### config.mk
export PLATFORM = sky130hd
export DESIGN_NAME = tgc_gate_ctrl
export DESIGN_NICKNAME = d
export VERILOG_FILES = /design/src/hw/tgc_pkg.sv /design/src/hw/tgc_gate_ctrl.sv
export VERILOG_INCLUDE_DIRS = /design/src /design/src/hw
export SDC_FILE = /design/constraint.sdc
export NUM_CORES = 1
export LEC_CHECK = 0
export BUFFER_PORTS_ARGS = -buffer_cell sky130_fd_sc_hd__buf_2
export CORE_MARGIN = 2
export CORE_UTILIZATION = 45
export CTS_CLUSTER_SIZE = 28
export DETAILED_ROUTE_END_ITERATION = 10
export GPL_TIMING_DRIVEN = 0
export PLACE_DENSITY = 0.75
export SYNTH_ARGS = -nofsm -noshare
export SYNTH_HDL_FRONTEND = slang
export SYNTH_SLANG_ARGS = --single-unit
### constraint.sdc
create_clock -name mclk_in -period 3 [get_ports mclk_in]
set_clock_uncertainty 0.1 [all_clocks]
set_input_delay 0.3 -clock mclk_in [delete_from_list [all_inputs] [get_ports mclk_in]]
set_output_delay 0.3 -clock mclk_in [all_outputs]
set_load 0.03 [all_outputs]
### src/hw/tgc_regs.svh
// register offsets, field positions and reset values of the gate control block
`ifndef TGC_REGS_SVH
`define TGC_REGS_SVH
`define TGC_ADDR_GATE_CTRL  2'h0
`define TGC_ADDR_TIMER_CTRL 2'h1
`define TGC_ADDR_CNT_LOW    2'h2
`define TGC_ADDR_CNT_HIGH   2'h3
`define TGC_BIT_GATE_EN     7
`define TGC_BIT_GATE_POL    6
`define TGC_BIT_TOGGLE      5
`define TGC_BIT_SPM         4
`define TGC_BIT_ARM         3
`define TGC_BIT_GVAL        2
`define TGC_BIT_TIMER_ON    0
`define TGC_CTRL_RESET      8'h00
`define TGC_CNT_RESET       16'h0000
`define TGC_CNT_ONE         16'h0001
`define TGC_BYTE_RESET      8'h00
`define TGC_SYNC_RESET      3'h0
`define TGC_SRC_PIN         2'h0
`define TGC_SRC_MATCH       2'h1
`define TGC_SRC_CMP1        2'h2
`define TGC_SRC_CMP2        2'h3
`endif

### src/hw/tgc_pkg.sv
// types of the timer gate control block
package tgc_pkg;
    typedef struct packed {
        logic [1:0] addr;
        logic [7:0] wdata;
        logic       wr;
        logic       rd;
    } tgc_bus_req_t;
    typedef struct packed {
        logic pin;
        logic match;
        logic cmp1;
        logic cmp2;
    } tgc_gate_src_t;
    typedef enum logic {
        TGC_SP_IDLE,
        TGC_SP_ARMED
    } tgc_sp_state_t;
endpackage

### src/hw/tgc_gate_ctrl.sv
// timer gate control with 16-bit counter and register port
`timescale 1ns/10ps
`include "tgc_regs.svh"
module tgc_gate_ctrl
    import tgc_pkg::*;
(
    input  wire logic          mclk_in,
    input  wire logic          rst_in,
    input  wire tgc_bus_req_t  bus_in,
    input  wire tgc_gate_src_t gate_src_in,
    input  wire logic          event_clr_in,
    output logic [7:0]         rdata_out,
    output logic               gate_event_flag_out,
    output logic               count_enable_out,
    output logic [15:0]        count_out
);
    logic [7:0]    gate_control_ff;
    logic [7:0]    timer_control_ff;
    logic [15:0]   count_ff;
    logic [7:0]    high_hold_ff;
    logic [7:0]    rdata_ff;
    logic [2:0]    sync_ff;
    logic          gate_prev_ff;
    logic          toggle_ff;
    logic          gval_ff;
    logic          gval_prev_ff;
    logic          flag_ff;
    tgc_sp_state_t sp_state_ff;
    logic          sp_window_ff;
    logic          raw_src;
    logic          gate_sync;
    logic          gate_rise;
    logic          pol_gate;
    logic          tog_gate;
    logic          nxt_gval;
    logic          gval_fall;
    logic          gate_done;
    logic          timer_on;
    logic          ctl_wr;
    logic          cnt_run;

    function automatic logic tgc_hit(input tgc_bus_req_t r, input logic [1:0] a);
        tgc_hit = r.wr && (r.addr == a);
    endfunction

    function automatic logic tgc_rd_hit(input tgc_bus_req_t r, input logic [1:0] a);
        tgc_rd_hit = r.rd && (r.addr == a);
    endfunction

    assign timer_on = timer_control_ff[`TGC_BIT_TIMER_ON];
    assign ctl_wr   = tgc_hit(bus_in, `TGC_ADDR_GATE_CTRL);

    // source select ahead of the synchroniser, so only one path needs it
    always_comb begin
        unique case (gate_control_ff[1:0])
            `TGC_SRC_PIN:   raw_src = gate_src_in.pin;
            `TGC_SRC_MATCH: raw_src = gate_src_in.match;
            `TGC_SRC_CMP1:  raw_src = gate_src_in.cmp1;
            `TGC_SRC_CMP2:  raw_src = gate_src_in.cmp2;
        endcase
    end

    // three stages; change accepted once stages two and three agree
    always_ff @(posedge mclk_in) begin
        if (rst_in) begin
            sync_ff      <= `TGC_SYNC_RESET;
            gate_prev_ff <= 1'b0;
        end else begin
            sync_ff <= {sync_ff[1:0], raw_src};
            if (sync_ff[1] == sync_ff[2]) begin
                gate_prev_ff <= sync_ff[2];
            end
        end
    end
    assign gate_sync = (sync_ff[1] == sync_ff[2]) ? sync_ff[2] : gate_prev_ff;
    assign gate_rise = gate_sync && !gate_prev_ff;

    assign pol_gate = gate_control_ff[`TGC_BIT_GATE_POL] ? gate_sync : !gate_sync;

    // polarity applied before toggling so the measured edge follows polarity
    always_ff @(posedge mclk_in) begin
        if (rst_in) begin
            toggle_ff <= 1'b0;
        end else if (!gate_control_ff[`TGC_BIT_TOGGLE] || !timer_on) begin
            toggle_ff <= 1'b0;
        end else if ((gate_control_ff[`TGC_BIT_GATE_POL] ? gate_rise
                     : (!gate_sync && gate_prev_ff)) && !gate_done) begin
            toggle_ff <= !toggle_ff;
        end
    end
    assign tog_gate = gate_control_ff[`TGC_BIT_TOGGLE] ? toggle_ff : pol_gate;

    // single pulse: window opens on the next active edge while armed
    assign gate_done = gate_control_ff[`TGC_BIT_SPM] && !gate_control_ff[`TGC_BIT_ARM]
                       && !sp_window_ff;
    always_ff @(posedge mclk_in) begin
        if (rst_in) begin
            sp_state_ff  <= TGC_SP_IDLE;
            sp_window_ff <= 1'b0;
        end else if (!gate_control_ff[`TGC_BIT_SPM]) begin
            sp_state_ff  <= TGC_SP_IDLE;
            sp_window_ff <= 1'b0;
        end else begin
            unique case (sp_state_ff)
                TGC_SP_IDLE: begin
                    sp_window_ff <= 1'b0;
                    if (gate_control_ff[`TGC_BIT_ARM] && !tog_gate) begin
                        sp_state_ff <= TGC_SP_ARMED;
                    end
                end
                TGC_SP_ARMED: begin
                    if (tog_gate) begin
                        sp_window_ff <= 1'b1;
                    end else if (sp_window_ff) begin
                        sp_window_ff <= 1'b0;
                        sp_state_ff  <= TGC_SP_IDLE;
                    end
                end
            endcase
        end
    end

    assign nxt_gval = gate_control_ff[`TGC_BIT_SPM] ? (tog_gate && sp_window_ff) : tog_gate;
    assign gval_fall = gval_prev_ff && !gval_ff;

    always_ff @(posedge mclk_in) begin
        if (rst_in) begin
            gval_ff      <= 1'b0;
            gval_prev_ff <= 1'b0;
        end else begin
            gval_ff      <= nxt_gval;
            gval_prev_ff <= gval_ff;
        end
    end

    // set wins over a clear in the same cycle
    always_ff @(posedge mclk_in) begin
        if (rst_in) begin
            flag_ff <= 1'b0;
        end else if (gval_fall) begin
            flag_ff <= 1'b1;
        end else if (event_clr_in) begin
            flag_ff <= 1'b0;
        end
    end

    always_ff @(posedge mclk_in) begin
        if (rst_in) begin
            gate_control_ff <= `TGC_CTRL_RESET;
        end else begin
            if (ctl_wr) begin
                gate_control_ff[7:4] <= bus_in.wdata[7:4];
                gate_control_ff[1:0] <= bus_in.wdata[1:0];
            end
            if (ctl_wr && !bus_in.wdata[`TGC_BIT_SPM]) begin
                gate_control_ff[`TGC_BIT_ARM] <= 1'b0;
            end else if (sp_state_ff == TGC_SP_ARMED && sp_window_ff && !tog_gate) begin
                gate_control_ff[`TGC_BIT_ARM] <= 1'b0;
            end else if (ctl_wr) begin
                gate_control_ff[`TGC_BIT_ARM] <= bus_in.wdata[`TGC_BIT_ARM];
            end
            gate_control_ff[`TGC_BIT_GVAL] <= 1'b0;
        end
    end

    always_ff @(posedge mclk_in) begin
        if (rst_in) begin
            timer_control_ff <= `TGC_CTRL_RESET;
        end else if (tgc_hit(bus_in, `TGC_ADDR_TIMER_CTRL)) begin
            timer_control_ff <= bus_in.wdata;
        end
    end

    assign cnt_run = timer_on && (!gate_control_ff[`TGC_BIT_GATE_EN] || gval_ff);

    // low write loads the high byte from the holding register and the low byte from the write data
    always_ff @(posedge mclk_in) begin
        if (rst_in) begin
            count_ff     <= `TGC_CNT_RESET;
            high_hold_ff <= `TGC_BYTE_RESET;
        end else begin
            if (tgc_hit(bus_in, `TGC_ADDR_CNT_HIGH)) begin
                high_hold_ff <= bus_in.wdata;
            end else if (tgc_rd_hit(bus_in, `TGC_ADDR_CNT_LOW)) begin
                high_hold_ff <= count_ff[15:8];
            end
            if (tgc_hit(bus_in, `TGC_ADDR_CNT_LOW)) begin
                count_ff <= {high_hold_ff, bus_in.wdata};
            end else if (cnt_run) begin
                count_ff <= count_ff + `TGC_CNT_ONE;
            end
        end
    end

    always_ff @(posedge mclk_in) begin
        if (rst_in) begin
            rdata_ff <= `TGC_BYTE_RESET;
        end else if (bus_in.rd) begin
            unique case (bus_in.addr)
                `TGC_ADDR_GATE_CTRL: rdata_ff <= {gate_control_ff[7:3], gval_ff,
                                                   gate_control_ff[1:0]};
                `TGC_ADDR_TIMER_CTRL: rdata_ff <= timer_control_ff;
                `TGC_ADDR_CNT_LOW:    rdata_ff <= count_ff[7:0];
                `TGC_ADDR_CNT_HIGH:   rdata_ff <= high_hold_ff;
            endcase
        end else begin
            rdata_ff <= `TGC_BYTE_RESET;
        end
    end

    assign rdata_out           = rdata_ff;
    assign gate_event_flag_out = flag_ff;
    assign count_enable_out    = cnt_run;
    assign count_out           = count_ff;
endmodule

# Word level (Yosys, flattened, before mapping)

Cells that the tools add are included.
W data, S select, Z words.

Reductions and logical operators: 40
Muxes and demuxes: 19
Add/sub/neg operators: 1
Bitwise logic cells: 3
Equality and inequality tests: 7

Operators by type and width:

| kind                    | count |
|---|---|
| $mux W16                | 2 |
| $pmux W8 S4             | 1 |
| $logic_and A1 B1 Y1     | 17 |
| $add A16 B1 Y16 const B | 1 |
| $mux W8                 | 2 |
| $logic_not A1 Y1        | 12 |
| $mux W1                 | 11 |
| $eq A2 B2 Y1 const B    | 4 |
| $reduce_bool A2 Y1      | 3 |
| $reduce_or A2 Y1        | 3 |
| $eq A2 B1 Y1 const B    | 2 |
| $logic_not A2 Y1        | 2 |
| $pmux W1 S2             | 2 |
| $pmux W1 S4             | 1 |
| $not A1 Y1              | 3 |
| $reduce_or A3 Y1        | 1 |
| $logic_or A1 B1 Y1      | 2 |
| $eq A1 B1 Y1            | 1 |

Word-level logic and storage cells: 84
Bits in registers: 57
Input bits: 19
Output and inout bits: 26

# Longest topological paths before layout

Gate-level depths: netlist of the first run.

Word-level depth: 9
Gate-level depth with buffers: 6
Mapped depth without buffers: 5

# Worst setup path before layout of the first run

OpenSTA, ideal clock, no wires.

Kind: reg-to-reg
Start: reg count_ff[0], in the netlist count_out[0]
End: reg count_ff[14], in the netlist count_out[14]
Arrival time: 1.770 ns
Data required time: 2.809 ns
Clock period less this slack: 1.961 ns
Cell stages (with the launch flop): 7
Path slack: 1.039 ns
Path through: dfxtp_1 ha_1 and2_1 nand4_1 buf_2 or4_1 a311oi_1

Cells in the longest elaborated chain, start to end: 3

Ends and longest elaborated chain:

| item                      | RTL line             | text |
|---|---|---|
| start: declaration        | tgc_gate_ctrl.sv:19  | `logic [15:0] count_ff;` |
| start signal: assignment  | tgc_gate_ctrl.sv:179 | `` count_ff <= `TGC_CNT_RESET; `` |
| start signal: assignment  | tgc_gate_ctrl.sv:188 | `count_ff <= {high_hold_ff, bus_in.wdata};` |
| start signal: assignment  | tgc_gate_ctrl.sv:190 | `` count_ff <= count_ff + `TGC_CNT_ONE; `` |
| $add A16 B1 Y16 (no line) | --                   |  |
| $mux W16                  | tgc_gate_ctrl.sv:189 | `end else if (cnt_run) begin` |
| $mux W16                  | tgc_gate_ctrl.sv:187 | `` if (tgc_hit(bus_in, `TGC_ADDR_CNT_LOW)) begin `` |

Every way passes these cells. The select of a mux whose other input is x is not followed.
A chain may end at the register's enable or synchronous reset.

# Worst setup path in the final report of the first run

Ends and elaborated chain as after synthesis.

==> metrics.yaml, run 1 <==
worst_setup_path:
  worstSetupPathType: "flip-flop to flip-flop"
  crit_fanout: 10
  cp-start-kind: "flip-flop"
  crit_chain: "ha_1 > and2_1 > nand4_1 > buf_2 > or4_1 > a311oi_1"
  slowest_delay_ns: 0.42
  cp_slowest_cell: "dfxtp_1"
  cp.required_ns: 3.14
  arrival_ns: 2.06
  critPathCaptureType: "flip-flop"
synth:
  synth_ff_type: "dfxtp_1"
  async_reset_ff_share_pct: 0
  syn_area_sq_um: 2630
  yosysTopAreaCell: "dfxtp_1"
  yosys-top-cells-area: "dfxtp_1 (43%), mux4_2 (6.9%), nor2_1 (5.6%)"
  avgSynthCellArea_sq_um: 9.81
  synthCells: 268
  yosysWarnings: 0
  synth_most_common_cell: "dfxtp_1"
  yosysSeqAreaShare_pct: 43.4
  synth_edf_count: 0
  synth_cell_types: 46
  yosysTopAreaCellShare_pct: 43.4
  ys_seq_elements: 57
  syn-num-nets: 288
  synthTopCellsByCount: "dfxtp_1 (57), nor2_1 (39), nor2b_1 (15)"
sta:
  relSlewSlack_pct: 57.3
  rsz0062_at_grt: "no"
  setup_violations: 0
  layout_min_cycle_time_ns: 1.92
  setup_tns_ns: 0
  setup_slack_ns: 1.08
  finalHoldViolCount: 0
  tightest_slew_ns: 0.640
  fin_crit_sh_pct: 63.9
  drv_slew: 0
  max_freq_mhz: 522
  hold_ws_ns: 0.142
grt:
  grt_pass1_vias: 2141
  grt_use_total_pct: 21.6
  overflow: 0
  antenna_found_initial: 0
  grt_pass1_wl_um: 10400
  grt_max_degree: 11
final_layout:
  drive_gt1_share_pct: 23.1
  fillCellCount: 513
  diodes: 0
  areaGrowthSynthToFinish_pct: 17.7
  ff_latch_area_sq_um: 1140
  fin_util_pct: 55.6
  multiInputGateArea_sq_um: 1400
  finalNetCount: 343
  layoutNonFillerInstCount: 396
placement:
  portBuffers: 44
  dp_cells: 384
  dp_hpwl_um: 4750
  place_ws_ns: 1.10
  place_congestion: 0.873
clock_network:
  tritoncts: "done"
  cts_made_buffers: 9
  cts_setup_buffers: 0
  cts_hold_buf: 0
  numClockSinks: 57
  root_buffer: "clkbuf_8"
  htree_levels: 3
  clockBufferDepth: 2
  clk_latency_ns: 0.34
  clk_transition_reported_paths_ns: 0.06
  ctsResizeCount: 0
die:
  fp.dieArea_sq_um: 6470
  coreArea_sq_um: 5570
  start_util_pct: 47.2
  fp-row-count: 27
  fp.dieH_um: 80.5
  io_pins: 45
  die_x_um: 80.5
detailed_routing:
  ant_nets: 0
  drc_errors: 0
  drt_iter0_drc: 95
  wl_per_cell_um: 16.2
  wirelength_um: 6430
  avgViaCountPerCell: 5.73
  drt_pre_antenna_iters: 4
  via_count: 2269
worst_hold_path:
  hold_class: "primary input to flip-flop"
job:
  max_cap_violations: 0
pwr:
  power.density_nw_per_um2: 516
  ir_drop_mv: 0.300
  p_leak_nw: 1.27
outcome:
  status: "finished, final reports clean"
cell families after synthesis:
logic type | Yosys count | share of synthesized area [%]
buf+inv | 21 | 3.57
mux | 23 | 13.2
simple gates | 108 | 22.1
fa+ha+maj | 2 | 0.856
xor+xnor | 6 | 2.00
compound gates | 51 | 14.9
flops | 57 | 43.4
layout by cell type (no fill, tap or decap), types with 8 or more instances in the layout:
cell type | Yosys | routed
mux2i_1 | 14 | 14
mux4_2 | 8 | 8
nand2_1 | 14 | 14
clkbuf_1 | 11 | 11
a311oi_1 | 13 | 13
dfxtp_1 | 57 | 57
nor2b_1 | 15 | 15
nor2_1 | 39 | 39
buf_2 | 5 | 49
clkbuf_8 | 0 | 11
flip-flops by register name (all words and copies together) (netlist names):
register / count
count_out: 16
high_hold_ff: 8
rdata_out: 8
timer_control_ff: 8
gate_control_ff: 7
sync_ff: 3
gate_event_flag_out: 1
gate_prev_ff: 1
gval_ff: 1
gval_prev_ff: 1
sp_state_ff: 1
sp_window_ff: 1
toggle_ff: 1
area by class of cell:
type                            count  share of cell area (%)
Clock inverter                      1                   0.162
Clock buffer                       11                    4.89
Sequential cell                    57                    36.8
Inverter                            3                   0.364
Tap cell                           72                    2.91
Multi-Input combinational cell    190                    45.1
Timing Repair Buffer               44                    7.11
Buffer                             18                    2.67
metal layers:
| metal | wire [um] | GRT usage [%] | vias up |
|---|---|---|---|
| met5 | 0 | 0 | - |
| met4 | 153 | 9.15 | 0 |
| met3 | 355 | 6.40 | 14 |
| met2 | 2950 | 34.1 | 70 |
| met1 | 2970 | 27.3 | 1090 |
| li1 | - | - | 1095 |
final timing paths:
| check | start | to | slack, ns | depth (start not counted) |
|---|---|---|---|---|
| setup / recovery | count_out[0]$_SDFFE_PP0P_ | count_out[14]$_SDFFE_PP0P_ | 1.08 | 6 |
| hold reg to reg | sync_ff[0]$_SDFF_PP0_ | sync_ff[1]$_SDFF_PP0_ | 0.34 | 1 |
| hold / removal | event_clr_in | gate_event_flag_out$_SDFFE_PP0P_ | 0.14 | 3 |
| setup reg to reg | count_out[0]$_SDFFE_PP0P_ | count_out[14]$_SDFFE_PP0P_ | 1.08 | 6 |
power breakdown:
part / switching, mW / leakage, nW / total, mW / internal [mW]
clock network: 0.272 / 0.0830 / 0.596 / 0.324
logic: 0.108 / 0.720 / 0.181 / 0.0735
registers: 0.0336 / 0.464 / 0.821 / 0.788
critical path, delay by kind of cell (launching register included):
kind	cells	cell delay [ns]
buf+inv	1	0.20
simple gates	3	0.64
fa+ha+maj	1	0.20
compound gates	1	0.27
flops	1	0.42
stage by stage:
stage               area, sq um  total power [mW]
finish                     3100              1.60
global placement           2940              1.01
detailed placement         2940              1.02
CTS                        3100              1.60
global route               3100              1.66
floorplan                  2630             0.952
Power figures use the tool's default switching activity.
==> run 2, diff against run 1 <==
--- a/config.mk
+++ b/config.mk
@@ -6,6 +6,7 @@
 export SDC_FILE = /design/constraint.sdc
 export NUM_CORES = 1
 export LEC_CHECK = 0
+export ABC_AREA = 1
 export BUFFER_PORTS_ARGS = -buffer_cell sky130_fd_sc_hd__buf_2
 export CORE_MARGIN = 2
 export CORE_UTILIZATION = 45
==> constraint.sdc (replaced) <==
create_clock -name mclk_in -period 2 [get_ports mclk_in]
set_clock_uncertainty 0.1 [all_clocks]
set_input_delay 0.2 -clock mclk_in [delete_from_list [all_inputs] [get_ports mclk_in]]
set_output_delay 0.2 -clock mclk_in [all_outputs]
set_load 0.03 [all_outputs]
==> run 2 against run 1 <==
- sequential power increased by 47%
- first-iteration DRC count increased to 2.8 times the previous value
- flip-flop and latch count unchanged
- core utilization increased by 0.77 points
- fmax increased by 13%
- wire length increased by 25%
- setup slack got worse by 0.77 ns
- cell count increased by 39%
- combinational power increased by 58%
- worst hold slack got worse by 0.12 ns
- clock-buffer cell count unchanged
- non-clock buffer count decreased by 8
==> metrics.yaml, run 2 <==
synth:
  synth_cell_types: 30
  yosys-top-cells-area: "dfxtp_1 (41%), nand2_1 (16%), o21ai_0 (7.7%)"
  syn-num-nets: 434
  ys_seq_elements: 57
  syn_area_sq_um: 2800
  synth_edf_count: 0
  synth_most_common_cell: "nand2_1"
  avgSynthCellArea_sq_um: 6.75
  yosysTopAreaCellShare_pct: 40.8
  synth_ff_type: "dfxtp_1"
  yosysWarnings: 0
  synthCells: 414
  async_reset_ff_share_pct: 0
  yosysTopAreaCell: "dfxtp_1"
  yosysSeqAreaShare_pct: 40.8
  synthTopCellsByCount: "nand2_1 (120), dfxtp_1 (57), o21ai_0 (43)"
job:
  max_cap_violations: 0
detailed_routing:
  wl_met3_um: 656
  wirelength_um: 8020
  top_layer: "met4"
  wl_per_cell_um: 14.6
  drc_errors: 0
  wl_met2_um: 3470
  drt_iter0_drc: 269
  via_count: 3022
  ant_nets: 0
  avgViaCountPerCell: 5.50
  drt_pre_antenna_iters: 5
  m1WireLength_um: 3730
grt:
  grt_pass1_wl_um: 12800
  grt_use_total_pct: 23.3
  grt_pass1_vias: 2648
  overflow: 0
  grt_max_degree: 11
  antenna_found_initial: 0
final_layout:
  finalNetCount: 489
  diodes: 0
  areaGrowthSynthToFinish_pct: 20.0
  drive_gt1_share_pct: 17.3
  final_common_cell: "nand2_1"
  ff_latch_area_sq_um: 1140
  final_cell_mix: "nand2_1 (120), dfxtp_1 (57), buf_2 (46)"
  multiInputGateArea_sq_um: 1430
  largest_reg_flops: 16
  fillCellCount: 600
worst_setup_path:
  r2r_start: "count_out[1]$_SDFFE_PP0P_"
  cp.required_ns: 2.11
  r2r_cells: 8
  critPathCaptureType: "flip-flop"
  worstSetupPathType: "flip-flop to flip-flop"
  cp-start-kind: "flip-flop"
  cp-startpoint: "count_out[1]$_SDFFE_PP0P_"
  arrival_ns: 1.80
  crit_fanout: 6
clock_network:
  cts_made_buffers: 9
  numClockSinks: 57
  cts_setup_buffers: 0
  clockBufferDepth: 2
  tritoncts: "done"
  cts_hold_buf: 0
  root_buffer: "clkbuf_8"
  htree_levels: 3
  ctsResizeCount: 0
  clk_latency_ns: 0.34
  clk_transition_reported_paths_ns: 0.07
outcome:
  status: "finished, final reports clean"
placement:
  portBuffers: 44
  place_congestion: 0.940
  dp_hpwl_um: 5910
die:
  io_pins: 45
  fp-row-count: 28
  fp.dieArea_sq_um: 6860
  fp.dieH_um: 82.8
  coreArea_sq_um: 5960
  die_x_um: 82.8
  start_util_pct: 47.0
pwr:
  power.density_nw_per_um2: 850
  ir_drop_mv: 0.425
  p_leak_nw: 1.39
  total_power_mw: 2.85
worst_hold_path:
  hold_class: "primary input to flip-flop"
  hp-start: "event_clr_in"
  hold_path_depth: 4
sta:
  tightest_slew_ns: 0.586
  finalHoldViolCount: 0
  setup_violations: 0
  layout_min_cycle_time_ns: 1.69
  max_freq_mhz: 591
  setup_tns_ns: 0
  rsz0062_at_grt: "no"
  relSlewSlack_pct: 61.0
  fin_crit_sh_pct: 84.6
  drv_slew: 0
run 2: cell count changes in the layout (fill, tap and decap cells not counted), sizes merged, moves of 9 or more:
cell    previous run  this run
inv                3        43
nor2b             15         0
mux2i             14         0
o21ai              6        44
nand2             15       126
a31oi              0        12
clkbuf            23        13
a311oi            13         0
nand3              6        26
a21oi              1        37
mux4               9         0
run 2: report_power, final:
| group | leakage [nW] | switching (mW) | internal, mW | total (mW) |
|---|---|---|---|---|
| clock | 0.120 | 0.492 | 0.860 | 1.35 |
| sequential | 0.464 | 0.0353 | 1.18 | 1.21 |
| combinational | 0.802 | 0.199 | 0.0868 | 0.286 |
run 2: per-stage QoR:
step                      hold slack [ns]  utilization, %  setup WS (ns)  std cells  area, sq um
after global routing               0.0359            56.3          0.132        549         3350
after global placement              0.305            52.2          0.331        533         3110
after detailed placement            0.306            52.2          0.346        533         3110
final                              0.0192            56.3          0.309        549         3350
after floorplan                     0.247               -          0.317        414         2800
after CTS                          0.0243            56.3          0.322        549         3350
run 2: path summary, 6_finish.rpt:
kind	to	slack (ns)
max	count_out[12]$_SDFFE_PP0P_	0.31
max reg2reg	count_out[12]$_SDFFE_PP0P_	0.31
min	gate_event_flag_out$_SDFFE_PP0P_	0.02
min reg2reg	sync_ff[1]$_SDFF_PP0_	0.31
run 2: routing by layer:
metal	track usage [%]	vias to the layer above
met3	5.27	16
met2	34.8	123
met1	32.5	1418
met5	0	-
met4	9.24	0
li1	-	1465
run 2: layout make-up:
| type | count | area share [%] |
|---|---|---|
| Inverter | 43 | 4.89 |
| Timing Repair Buffer | 44 | 6.56 |
| Clock inverter | 5 | 3.06 |
| Multi-Input combinational cell | 304 | 42.7 |
| Tap cell | 75 | 2.80 |
| Clock buffer | 11 | 4.21 |
| Buffer | 10 | 1.75 |
| Sequential cell | 57 | 34.0 |
run 2: cell families (layout without fill, tap and decap cells):
group                    after synthesis  count (layout)  synth area share [%]
AO/OA/AOI/OAI                         96              96                  18.0
buffers and inverters                 53             113                  7.96
XOR/XNOR                               5               5                  1.57
AND/OR/NAND/NOR                      202             202                  31.2
flip-flops                            57              57                  40.8
adder cells (fa/ha/maj)                1               1                 0.447
run 2: critical path, cell delays in order (launching register included):
cell and delay, ns:
dfxtp_1 0.44, ha_1 0.21, nand2_1 0.11, nor2_1 0.30, nand3_1 0.12, nand2_1 0.07
nand2_1 0.05, a21oi_1 0.12, nor2_1 0.05
